--- src/rtl/dac_latch_pkg.sv ---
// Purpose: Constants for the serial converter input latch.
// Assumes: Link clock sampled by sys_clk_i at 40 MHz.
// Notes:   Shared by the top module and its edge detector.
package dac_latch_pkg;
   localparam int unsigned WIDE_BITS   = 16;
   localparam int unsigned NARROW_BITS = 14;
   localparam int unsigned SHIFT_BITS  = 16;
   localparam logic [15:0] SHIFT_RESET = 16'h0000;
   localparam logic [15:0] CODE_RESET  = 16'h0000;
   localparam int unsigned SYNC_STAGES = 2;
endpackage

--- src/rtl/link_edges_if.sv ---
`timescale 1ns/100ps
// Purpose: Carries synchronised link levels and edge pulses.
// Assumes: Single clock domain sys_clk_i.
// Notes:   Filled by link_sampler, read by the top.
interface link_edges_if;
   logic data_lvl;
   logic sclk_rise;
   logic sel_low;
   logic sel_rise;
   modport src (output data_lvl, output sclk_rise, output sel_low, output sel_rise);
   modport dst (input data_lvl, input sclk_rise, input sel_low, input sel_rise);
endinterface

--- src/rtl/link_sampler.sv ---
`timescale 1ns/100ps
// Purpose: Synchronises the three host wires and finds the clock and select rising edges.
// Assumes: Link clock much slower than sys_clk_i.
// Notes:   Edges are found only after the second flop.
module link_sampler
   import dac_latch_pkg::*;
(
   input  wire logic      sys_clk_i,
   input  wire logic      nrst_i,
   input  wire logic      serial_data_in_i,
   input  wire logic      sclk_i,
   input  wire logic      sel_n_i,
   link_edges_if.src      edges
);
   import dac_latch_pkg::*;

   typedef struct packed {
      logic [2:0] meta;
      logic [2:0] sync;
      logic [2:0] prev;
   } samp_state_t;

   samp_state_t st_r;
   samp_state_t st_nxt;

   always_comb begin
      st_nxt      = st_r;
      st_nxt.meta = {sel_n_i, sclk_i, serial_data_in_i};
      st_nxt.sync = st_r.meta;
      st_nxt.prev = st_r.sync;
   end

   // Chip select idles high so its flops reset high
   always_ff @(posedge sys_clk_i or negedge nrst_i) begin
      if (!nrst_i) begin
         st_r <= '{meta: 3'h4, sync: 3'h4, prev: 3'h4};
      end else begin
         st_r <= st_nxt;
      end
   end

   assign edges.data_lvl  = st_r.sync[0];
   assign edges.sclk_rise = st_r.sync[1] & ~st_r.prev[1];
   assign edges.sel_low   = ~st_r.sync[2];
   assign edges.sel_rise  = st_r.sync[2] & ~st_r.prev[2];
endmodule

--- src/rtl/serial_dac_input_latch.sv ---
`timescale 1ns/100ps
// Purpose: Serial input shift register and double-buffered converter code.
// Assumes: Host drives all three wires, holds clock during the strobe.
// Notes:   Code words leave through a two-entry buffer with valid/ready.
module serial_dac_input_latch
   import dac_latch_pkg::*;
#(
   parameter int unsigned CODE_BITS = dac_latch_pkg::WIDE_BITS
)
(
   input  wire logic                 sys_clk_i,
   input  wire logic                 nrst_i,
   input  wire logic                 serial_data_in_i,
   input  wire logic                 sclk_i,
   input  wire logic                 sel_n_i,
   output logic [CODE_BITS-1:0]      dac_code_o,
   output logic [CODE_BITS-1:0]      word_data_o,
   output logic                      word_valid_o,
   input  wire logic                 word_ready_i,
   output logic                      word_drop_o
);
   import dac_latch_pkg::*;

   // Two-entry buffer between strobe and the word consumer
   typedef struct packed {
      logic [SHIFT_BITS-1:0]  shift;
      logic [CODE_BITS-1:0]   code;
      logic [CODE_BITS-1:0]   buf0;
      logic [CODE_BITS-1:0]   buf1;
      logic [1:0]             count;
      logic                   drop;
   } latch_state_t;

   latch_state_t st_r;
   latch_state_t st_nxt;
   link_edges_if edges();

   link_sampler u_sampler (
      .sys_clk_i        (sys_clk_i),
      .nrst_i           (nrst_i),
      .serial_data_in_i (serial_data_in_i),
      .sclk_i           (sclk_i),
      .sel_n_i          (sel_n_i),
      .edges            (edges)
   );

   logic push;
   logic pop;

   assign push = edges.sel_rise;
   assign pop  = word_ready_i & (st_r.count != 2'd0);

   always_comb begin
      st_nxt      = st_r;
      st_nxt.drop = 1'b0;
      // Shift only with chip select low; MSB first, oldest bit falls out
      if (edges.sel_low && edges.sclk_rise) begin
         st_nxt.shift = {st_r.shift[SHIFT_BITS-2:0], edges.data_lvl};
      end
      // Strobe loads the last CODE_BITS bits; code holds otherwise
      if (edges.sel_rise) begin
         st_nxt.code = st_r.shift[CODE_BITS-1:0];
      end
      // Buffer pop then push; a full buffer with no pop drops the word
      if (pop) begin
         st_nxt.buf0  = st_r.buf1;
         st_nxt.count = st_r.count - 2'd1;
      end
      if (push) begin
         if (st_r.count == 2'd2 && !pop) begin
            st_nxt.drop = 1'b1;
         end else if (st_nxt.count == 2'd0) begin
            st_nxt.buf0  = st_r.shift[CODE_BITS-1:0];
            st_nxt.count = 2'd1;
         end else begin
            st_nxt.buf1  = st_r.shift[CODE_BITS-1:0];
            st_nxt.count = 2'd2;
         end
      end
   end

   always_ff @(posedge sys_clk_i or negedge nrst_i) begin
      if (!nrst_i) begin
         st_r.shift <= SHIFT_RESET;
         st_r.code  <= CODE_RESET[CODE_BITS-1:0];
         st_r.buf0  <= '0;
         st_r.buf1  <= '0;
         st_r.count <= 2'd0;
         st_r.drop  <= 1'b0;
      end else begin
         st_r <= st_nxt;
      end
   end

   // Straight binary code straight out of the register
   assign dac_code_o   = st_r.code;
   assign word_data_o  = st_r.buf0;
   assign word_valid_o = (st_r.count != 2'd0);
   assign word_drop_o  = st_r.drop;
endmodule

--- config.mk ---
export PLATFORM = sky130hd
export DESIGN_NAME = serial_dac_input_latch
export DESIGN_NICKNAME = d
export VERILOG_FILES = /design/src/rtl/dac_latch_pkg.sv /design/src/rtl/link_edges_if.sv /design/src/rtl/link_sampler.sv /design/src/rtl/serial_dac_input_latch.sv
export SDC_FILE = /design/constraint.sdc
export NUM_CORES = 1
export LEC_CHECK = 0
export ABC_CLOCK_PERIOD_IN_PS = 4800
export BUFFER_PORTS_ARGS = -buffer_cell sky130_fd_sc_hd__buf_2
export CAP_MARGIN = 20
export CORE_MARGIN = 5
export CORE_UTILIZATION = 62
export DETAILED_ROUTE_END_ITERATION = 8
export PLACE_DENSITY = 0.84
export REMOVE_ABC_BUFFERS = 1
export SYNTH_ARGS = -nofsm -noshare
export SYNTH_HDL_FRONTEND = slang
export SYNTH_SLANG_ARGS = --single-unit
--- constraint.sdc ---
create_clock -name sys_clk_i -period 4.8 [get_ports sys_clk_i]
set_input_delay 0.48 -clock sys_clk_i [delete_from_list [all_inputs] [get_ports sys_clk_i]]
set_output_delay 0.48 -clock sys_clk_i [all_outputs]
set_load 0.02 [all_outputs]
After elaboration in Yosys (flattened, before gate mapping)
Cells that the tools add are included.

Memories: 0. Output and inout port bits: 34. Bits in writable memories: 0. Input bits: 6. Word-level logic and storage cells: 33. Bits in read-only memories: 0. Latch bits: 0. Register bits: 76.

Add/sub/neg operators: 1. Div/mod/pow operators: 0. Shift-type cells: 0. Reduce and logical (&&, ||, !) cells: 6. Multiply operators: 0. Bitwise gates (word level): 8. Mux-type cells: 8. Magnitude comparators: 0. Equal/unequal tests: 1.

Operators by type and width (number): $mux W16 (3); $mux W35 (1); $mux W34 (1); $not A1 Y1 (5); $mux W2 (2); $and A1 B1 Y1 (3); $reduce_and A3 Y1 (1); $eq A2 B2 Y1 const B (1); $logic_and A1 B1 Y1 (2); $logic_not A2 Y1 (1); $reduce_bool A2 Y1 (1); $sub A2 B1 Y2 const B (1); $logic_not A1 Y1 (1); $mux W1 (1).

Logic depth before layout (Yosys ltp)
Gate-level depths: netlist of the first run.

Word-level depth: 7. Depth in mapped cells: 8.

By module
A second synthesis of the first run with hierarchy kept.

Cell total of the unflattened synthesis: 268. Area, all modules: 3420.8 µm².

By module, submodules not included: serial_dac_input_latch (area an instance 3193.1 µm², seq. area each 1676.6 µm², times used 1, cells each 257); link_sampler (area an instance 227.7 µm², seq. area each 203.9 µm², times used 1, cells each 11).

Worst setup path after synthesis of the first run
Ideal clock, no wire load.

Path kind: reg-to-reg. Start point: reg st_r[1] (netlist bit). End point: reg st_r, in the netlist word_data_o[10]. Arrival time: 2098 ps. Path slack: 2577 ps. Clock period less this slack: 2223 ps. Required time: 4675 ps. Stages on the path, launching flop included: 9. Cells stage by stage: dfrtp_1 > inv_1 > ha_1 > nor2b_4 > buf_6 > or4_4 > mux2i_4 > buf_12 > mux2_4.

RTL lines: start: declaration (RTL line serial_dac_input_latch.sv:34) `latch_state_t st_r;`; start signal: assignment (RTL line serial_dac_input_latch.sv:91) `st_r <= st_nxt;`.

==> results.md, run 1 <==
* Syn_area_per_cell at 11.6 µm²
* Largest fanout on the critical path at 20
* Yosys top cell by area: dfrtp_1
* Vias at 1895
* Fin util at 0.679
* Yosys top cell area share at 0.546
* LEAKAGE at 1.89 nW
* Number of max-cap violations at 0
* First-pass GRT wire length at 9800 µm
* Worst Tran Pin Value at 0.913 ns
* Maximum VDD drop at 0.000271 V
* Placed Instance Area at 3310 µm²
* Synth Warn # at 0
* Largest net degree at the start of global routing at 41
* Place WS at 1.92 ns
* Largest incremental delay on the critical path at 0.71 ns
* Vias in the first global route at 1991
* GR Overflow Total at 0
* Worst-path clk slew at 0.08 ns
* Setup TNS at 0 ns
* Filler cells at 389
* Routed len/inst at 15.3 µm
* Storage cell area at 1880 µm²
* WP data required at 5.02 ns
* All-Layer GR Usage at 0.179
* CTS Buf Count at 9
* Worst Hold Class: in2async
* Vias per cell at 5.11
* Fin crit period at 2.95 ns
* Flop2flop setup slack at 1.85 ns
* Routed Antenna Nets at 0
* Register area share after synthesis at 0.570
* CP arrival at 3.17 ns
* Post-CTS Hold Fix Bufs at 0
* Initial core utilization at 0.642
* Die footprint at 6880 µm²
* Pwr dens at 518 nW/µm²
* Final WL at 5660 µm
* Die height at 83.0 µm
* Port bufs at 39
* Area grow syn2layout at 5.65%
* Setup repair after global routing missed its margin: no
* Initial antenna violation count at 0
* CP Launch Type: flop
* WS Path Type: reg2reg
* Slew headroom at 0.391
* R2R Path End: word_data_o[11]
* Hold Fails Final Rpt at 0
* Fraction of layout cells with a size suffix above 1 at 0.375
* Total power at 1.81 mW
* Horiz. Die Dim at 83.0 µm
* Top post-synthesis cells by count: 97 x nand2_1, 72 x dfrtp_1, 38 x mux2_2
* Nature of the critical path endpoint: flop
* Mapped Cells at 285
* DRT Pass-1 Iters at 4
* Clk_skew at 0.00731 ns
* Io pins at 40
* Most frequent cell after synthesis: nand2_1
* Final Max Slew Viols at 0
* CTS resizes at 0
* DRT iter0 DRCs at 189
* Number of synthesized flops with an enable pin at 0
* Placed wire-length estimate at 3560 µm
* Top post-synthesis cells by area: dfrtp_1 55%, mux2_2 13%, nand2_1 11%, buf_4 7.3%, mux2_4 4.5%
* Postcts setup bufs at 0
* Final setup violation count at 0
* Diodes inserted at 0
* Clock Latency Late Sink at 0.34 ns
* Design Area, Final at 3490 µm²
* Mapped Area at 3300 µm²
* Largest buffer count on any clock path at 2
* Crit path cell chain: nand2b_1 -> or4_4 -> mux2i_4 -> mux2_2
* CTS H-tree depth at 3
* FMAX at 339 MHz
* Worst r2r path cells at 4
* Worst setup startpoint: u_sampler.st_nxt[2]
* Num rows at 26
* # clock sinks at 75
* Crit-path slowest cell: or4_4
* Placer Congestion at 0.727
* Root Driver: clkbuf_8
* Critical Path Sink: word_data_o[11]
* Crit share post-route at 0.614
* Most common flop cell mapped by yosys: dfrtp_1
* Core Area at 5140 µm²
* Worst Setup Slack, final at 1.85 ns
* Final nets at 304
* FFs w/ async S/R, synth at 1.00
* Worst reg2reg path startpoint: u_sampler.st_nxt[2]
* Cell variety after synth at 27
* Multi-input logic area at 1100 µm²
* DRC at 0
* CTS tree: done
* Run status: complete, no violations
* Seq cells post-synth at 75
-- routing by layer --
metal / global-route usage / wire length, µm / up-vias
met1: 0.236 / 2640 / 937
met3: 0.0535 / 250 / 10
li1: - / - / 907
met4: 0.0698 / 82 / 0
met2: 0.278 / 2690 / 41
met5: 0 / 0 / -
-- report_power, final --
group / switching [mW] / leakage [nW] / total [mW] / internal [mW]
logic: 0.278 / 0.815 / 0.504 / 0.226
clock network: 0.224 / 0.0884 / 0.438 / 0.214
registers: 0.0968 / 0.983 / 0.866 / 0.770
-- state kept, by name, summed over array words and instances (netlist names) --
| signal | flops |
|---|---|
| st_r | 34 |
| u_sampler.st_r | 2 |
| word_data_o | 16 |
| u_sampler.st_nxt | 5 |
| dac_code_o | 16 |
| u_sampler.edges.data_lvl | 1 |
| word_drop_o | 1 |
-- logic make-up (layout without fill, tap and decap cells) --
kind of cell	Yosys count	after routing	share of synthesized area
AOI/OAI and AO/OA	3	3	0.00493
DFF	75	75	0.570
muxes	50	50	0.185
and+or+nand+nor	109	109	0.137
buffers and inverters	46	62	0.0962
adders and majority gates	2	2	0.00758
-- how the worst min path moves through the flow --
stage	depth (start not counted)	slack, ns	endpoint
final	1	0.20	dac_code_o[4]
after global routing	1	0.21	u_sampler.st_nxt[5]
after CTS	1	0.21	u_sampler.st_nxt[5]
after detailed placement	0	0.34	u_sampler.edges.data_lvl
after global placement	0	0.34	u_sampler.edges.data_lvl
after floorplan	0	0.18	dac_code_o[0]
-- per-stage QoR --
| stage | hold WS [ns] | cells |
|---|---|---|
| finish | 0.205 | 371 |
| global route | 0.211 | 371 |
| CTS | 0.215 | 371 |
| detailed placement | 0.342 | 355 |
| global placement | 0.336 | 355 |
| floorplan | 0.184 | 242 |
-- critical path: cells and delay by family (launching register included) --
kind,cells,cell delay (ns)
flip-flops,1,0.56
multiplexers,2,1.06
AND/OR/NAND/NOR,2,1.19
-- area by class of cell --
class,instances,area share
clock buffer,12,0.0445
clock inverter,4,0.00717
inverter,3,0.00323
multi-input combinational,164,0.316
sequential,75,0.539
tap,70,0.0251
timing repair buffer,43,0.0646
-- placed cells by master (no fill, tap or decap), drive strengths merged --
| cell type | netlist | layout |
|---|---|---|
| inv | 3 | 3 |
| mux2i | 2 | 2 |
| ha | 2 | 2 |
| nor2b | 2 | 2 |
| mux2 | 48 | 48 |
| nand2 | 97 | 97 |
| nor3b | 1 | 1 |
| and3 | 2 | 2 |
| dfstp | 3 | 3 |
| a31oi | 1 | 1 |
| or2b | 1 | 1 |
| dfrtp | 72 | 72 |
| nor3 | 1 | 1 |
| buf | 36 | 43 |
| or4 | 1 | 1 |
| clkinvlp | 0 | 2 |
| o21ai | 2 | 2 |
| clkinv | 0 | 2 |
| nor2 | 2 | 2 |
| nand2b | 1 | 1 |
| nand3 | 1 | 1 |
| clkbuf | 7 | 12 |
Power figures use the tool's default switching activity.
==> run 2, diff against run 1 <==
- ABC_CLOCK_PERIOD_IN_PS: 4800 -> 2800
- CORE_UTILIZATION: 62 -> 57
- PLACE_DENSITY: 0.84 -> 0.78
- clock period: 4.8 -> 2.8 ns (I/O delays scaled with it)
==> run 2 against run 1 <==
Routed wire length increased by 5.2%. Critical path depth increased by 3. Register-to-register slack got worse by 1.5 ns. First-iteration DRC count decreased by 51%. Utilization decreased by 3.4 points. Hold slack got worse by 0.17 ns. Maximum frequency increased by 22%. Sequential cell count unchanged. Clock-buffer cell count unchanged. Global-route usage increased by 0.17 points. Clock power increased by 130%. Critical path type unchanged. Setup slack got worse by 1.5 ns. Highest routed layer unchanged.
==> results.md, run 2 (synthesis gave the netlist of run 1 again) <==
* Clock Latency Late Sink at 0.34 ns (about the same)
* CTS tree: done
* CTS H-tree depth at 3 (unchanged)
* Vias per cell at 5.14 (+0.55%)
* Placer Congestion at 0.773 (+6.3%)
* Num rows at 27 (+3.8%)
* Largest buffer count on any clock path at 2 (unchanged)
* Horiz. Die Dim at 86.1 µm (+3.8%)
* Worst Hold Class: in2reg
* Routed len/inst at 15.9 µm (+4.1%)
* Most frequent cells in the layout: 97 x nand2_1, 72 x dfrtp_1, 39 x buf_2
* Gate power share at 0.264 (-0.015)
* Internal at 2.34 mW (+93%)
* CP Launch Type: flop
* Nature of the critical path endpoint: flop
* Most common cell after layout, fill and taps aside: nand2_1
* Maximum VDD drop at 0.000471 V (+74%)
* Setup repair after global routing missed its margin: no
* Fin crit period at 2.41 ns (-0.539 ns)
* Final nets at 306 (+0.66%)
* Clk_skew at 0.0115 ns (+0.00422 ns)
* Final Max Slew Viols at 0 (unchanged)
* Core Area at 5570 µm² (+8.4%)
* WS Path Type: reg2reg
* CTS resizes at 0 (unchanged)
* Flop pwr share at 0.441 (-0.038)
* Largest reg by FF count: st_r
* Inst Count DP at 359 (+1.1%)
* Worst Tran Pin Value at 0.851 ns (-0.0623 ns)
* GR Overflow Total at 0 (unchanged)
* Area grow syn2layout at 8.83%
* Vias at 1926 (+1.6%)
* Setup TNS at 0 ns (unchanged)
* Routed Antenna Nets at 0 (unchanged)
* # clock sinks at 75 (unchanged)
* Die height at 86.1 µm (+3.8%)
* Pwr dens at 938 nW/µm² (+81%)
* Root Driver: clkbuf_8
* FMAX at 415 MHz (+22%)
* Clock network power share at 0.295 (+0.053)
* Largest net degree at the start of global routing at 39 (-4.9%)
* Wire length on met1 at 2790 µm (+5.8%)
* Metal3 WL at 322 µm (+29%)
* Port bufs at 39 (unchanged)
* CP arrival at 2.63 ns (-0.54 ns)
* DRT iter0 DRCs at 92 (-51%)
* Sw frac at 0.307 (-0.0245)
* Placed wire-length estimate at 3770 µm (+6.0%)
* Final setup violation count at 0 (unchanged)
* Routed wl met2 at 2760 µm (+2.6%)
* DRC at 0 (unchanged)
* Max FFs per register at 34 (unchanged)
* CTS Buf Count at 9 (unchanged)
* Hold Fails Final Rpt at 0 (unchanged)
* Slew headroom at 0.433 (+0.0415)
* LEAKAGE at 1.93 nW (+2.4%)
* Initial core utilization at 0.592 (-0.0500)
* Fraction of layout cells with a size suffix above 1 at 0.376 (+0.000822)
* Number of max-cap violations at 0 (unchanged)
* Diodes inserted at 0 (unchanged)
* Die footprint at 7410 µm² (+7.7%)
* Final WL at 5950 µm (+5.2%)
* WP data required at 3.02 ns (-2.00 ns)
* First-pass GRT wire length at 10200 µm (+3.7%)
* Postcts setup bufs at 0 (unchanged)
* Initial antenna violation count at 0 (unchanged)
* Max Used Layer: met4
* Largest fanout on the critical path at 19 (-5.0%)
* Vias in the first global route at 1994 (+0.15%)
* Crit share post-route at 0.860 (+0.246)
* Io pins at 40 (unchanged)
* Run status: complete, no violations
* Post-CTS Hold Fix Bufs at 0 (unchanged)
* DRT Pass-1 Iters at 5 (+1)
* Worst-path clk slew at 0.07 ns (about the same)
* All-Layer GR Usage at 0.180 (+0.00174)
* Layout Cells excl Fill at 375 (+1.1%)
* Sw Pwr at 1.03 mW (+73%)
-- run 2: changes by cell type in the layout (fill, tap and decap cells not counted), sizes merged --
cell | before | now
buf | 43 | 45
bufinv | 0 | 3
clkinv | 2 | 0
clkinvlp | 2 | 1
-- run 2: power by group through the flow --
stage | combinational, mW | sequential [mW] | clock (mW)
2_1_floorplan | 0.498 | 1.59 | 0
3_3_place_gp | 0.863 | 1.49 | 0
3_5_place_dp | 0.892 | 1.51 | 0
4_1_cts | 0.900 | 1.49 | 1.01
5_1_grt | 0.966 | 1.52 | 1.06
6_report | 0.890 | 1.49 | 0.994
-- run 2: final cells by class --
cell class	count	area, µm²
Inverter	3	11.3
Fill cell	433	1980
Timing Repair Buffer	45	265
Sequential cell	75	1880
Multi-Input combinational cell	164	1100
Tap cell	72	90.1
Clock buffer	12	145
Clock inverter	4	97.6
-- run 2: through the flow --
| stage | setup WS [ns] | total power [mW] | util | instance area (µm²) | hold slack, ns |
|---|---|---|---|---|---|
| floorplan | 0.265 | 2.09 | - | 3000 | -0.0156 |
| global placement | 0.513 | 2.36 | 0.601 | 3350 | 0.335 |
| detailed placement | 0.388 | 2.40 | 0.601 | 3350 | 0.348 |
| CTS | 0.384 | 3.40 | 0.645 | 3590 | 0.0179 |
| global route | 0.289 | 3.55 | 0.645 | 3590 | 0.0116 |
| finish | 0.392 | 3.37 | 0.645 | 3590 | 0.0335 |
-- run 2: worst max-delay path: stages, from the launching register on --
cell	delay, ns
dfrtp_1	0.37
inv_1	0.12
ha_1	0.28
nor2b_4	0.43
nand3_1	0.22
mux2i_4	0.32
buf_12	0.20
mux2_2	0.35
-- run 2: path summary, 6_finish.rpt --
kind / from / end / slack (ns) / cells after the start
min in group asynchronous: nrst_i / dac_code_o[4] / 0.04 / 1
setup reg to reg: st_r[1] / word_data_o[13] / 0.39 / 7
hold / removal: sel_n_i / u_sampler.st_nxt[5] / 0.03 / 1
hold reg to reg: u_sampler.st_nxt[5] / u_sampler.st_nxt[2] / 0.36 / 0
max in group asynchronous: nrst_i / u_sampler.st_r[2] / 2.01 / 2
setup / recovery: st_r[1] / word_data_o[13] / 0.39 / 7
-- run 2: per-layer routing --
layer / GRT usage / vias up
met3: 0.0548 / 10
li1: - / 914
met4: 0.0662 / 0
met2: 0.278 / 45
met5: 0 / -
met1: 0.241 / 957
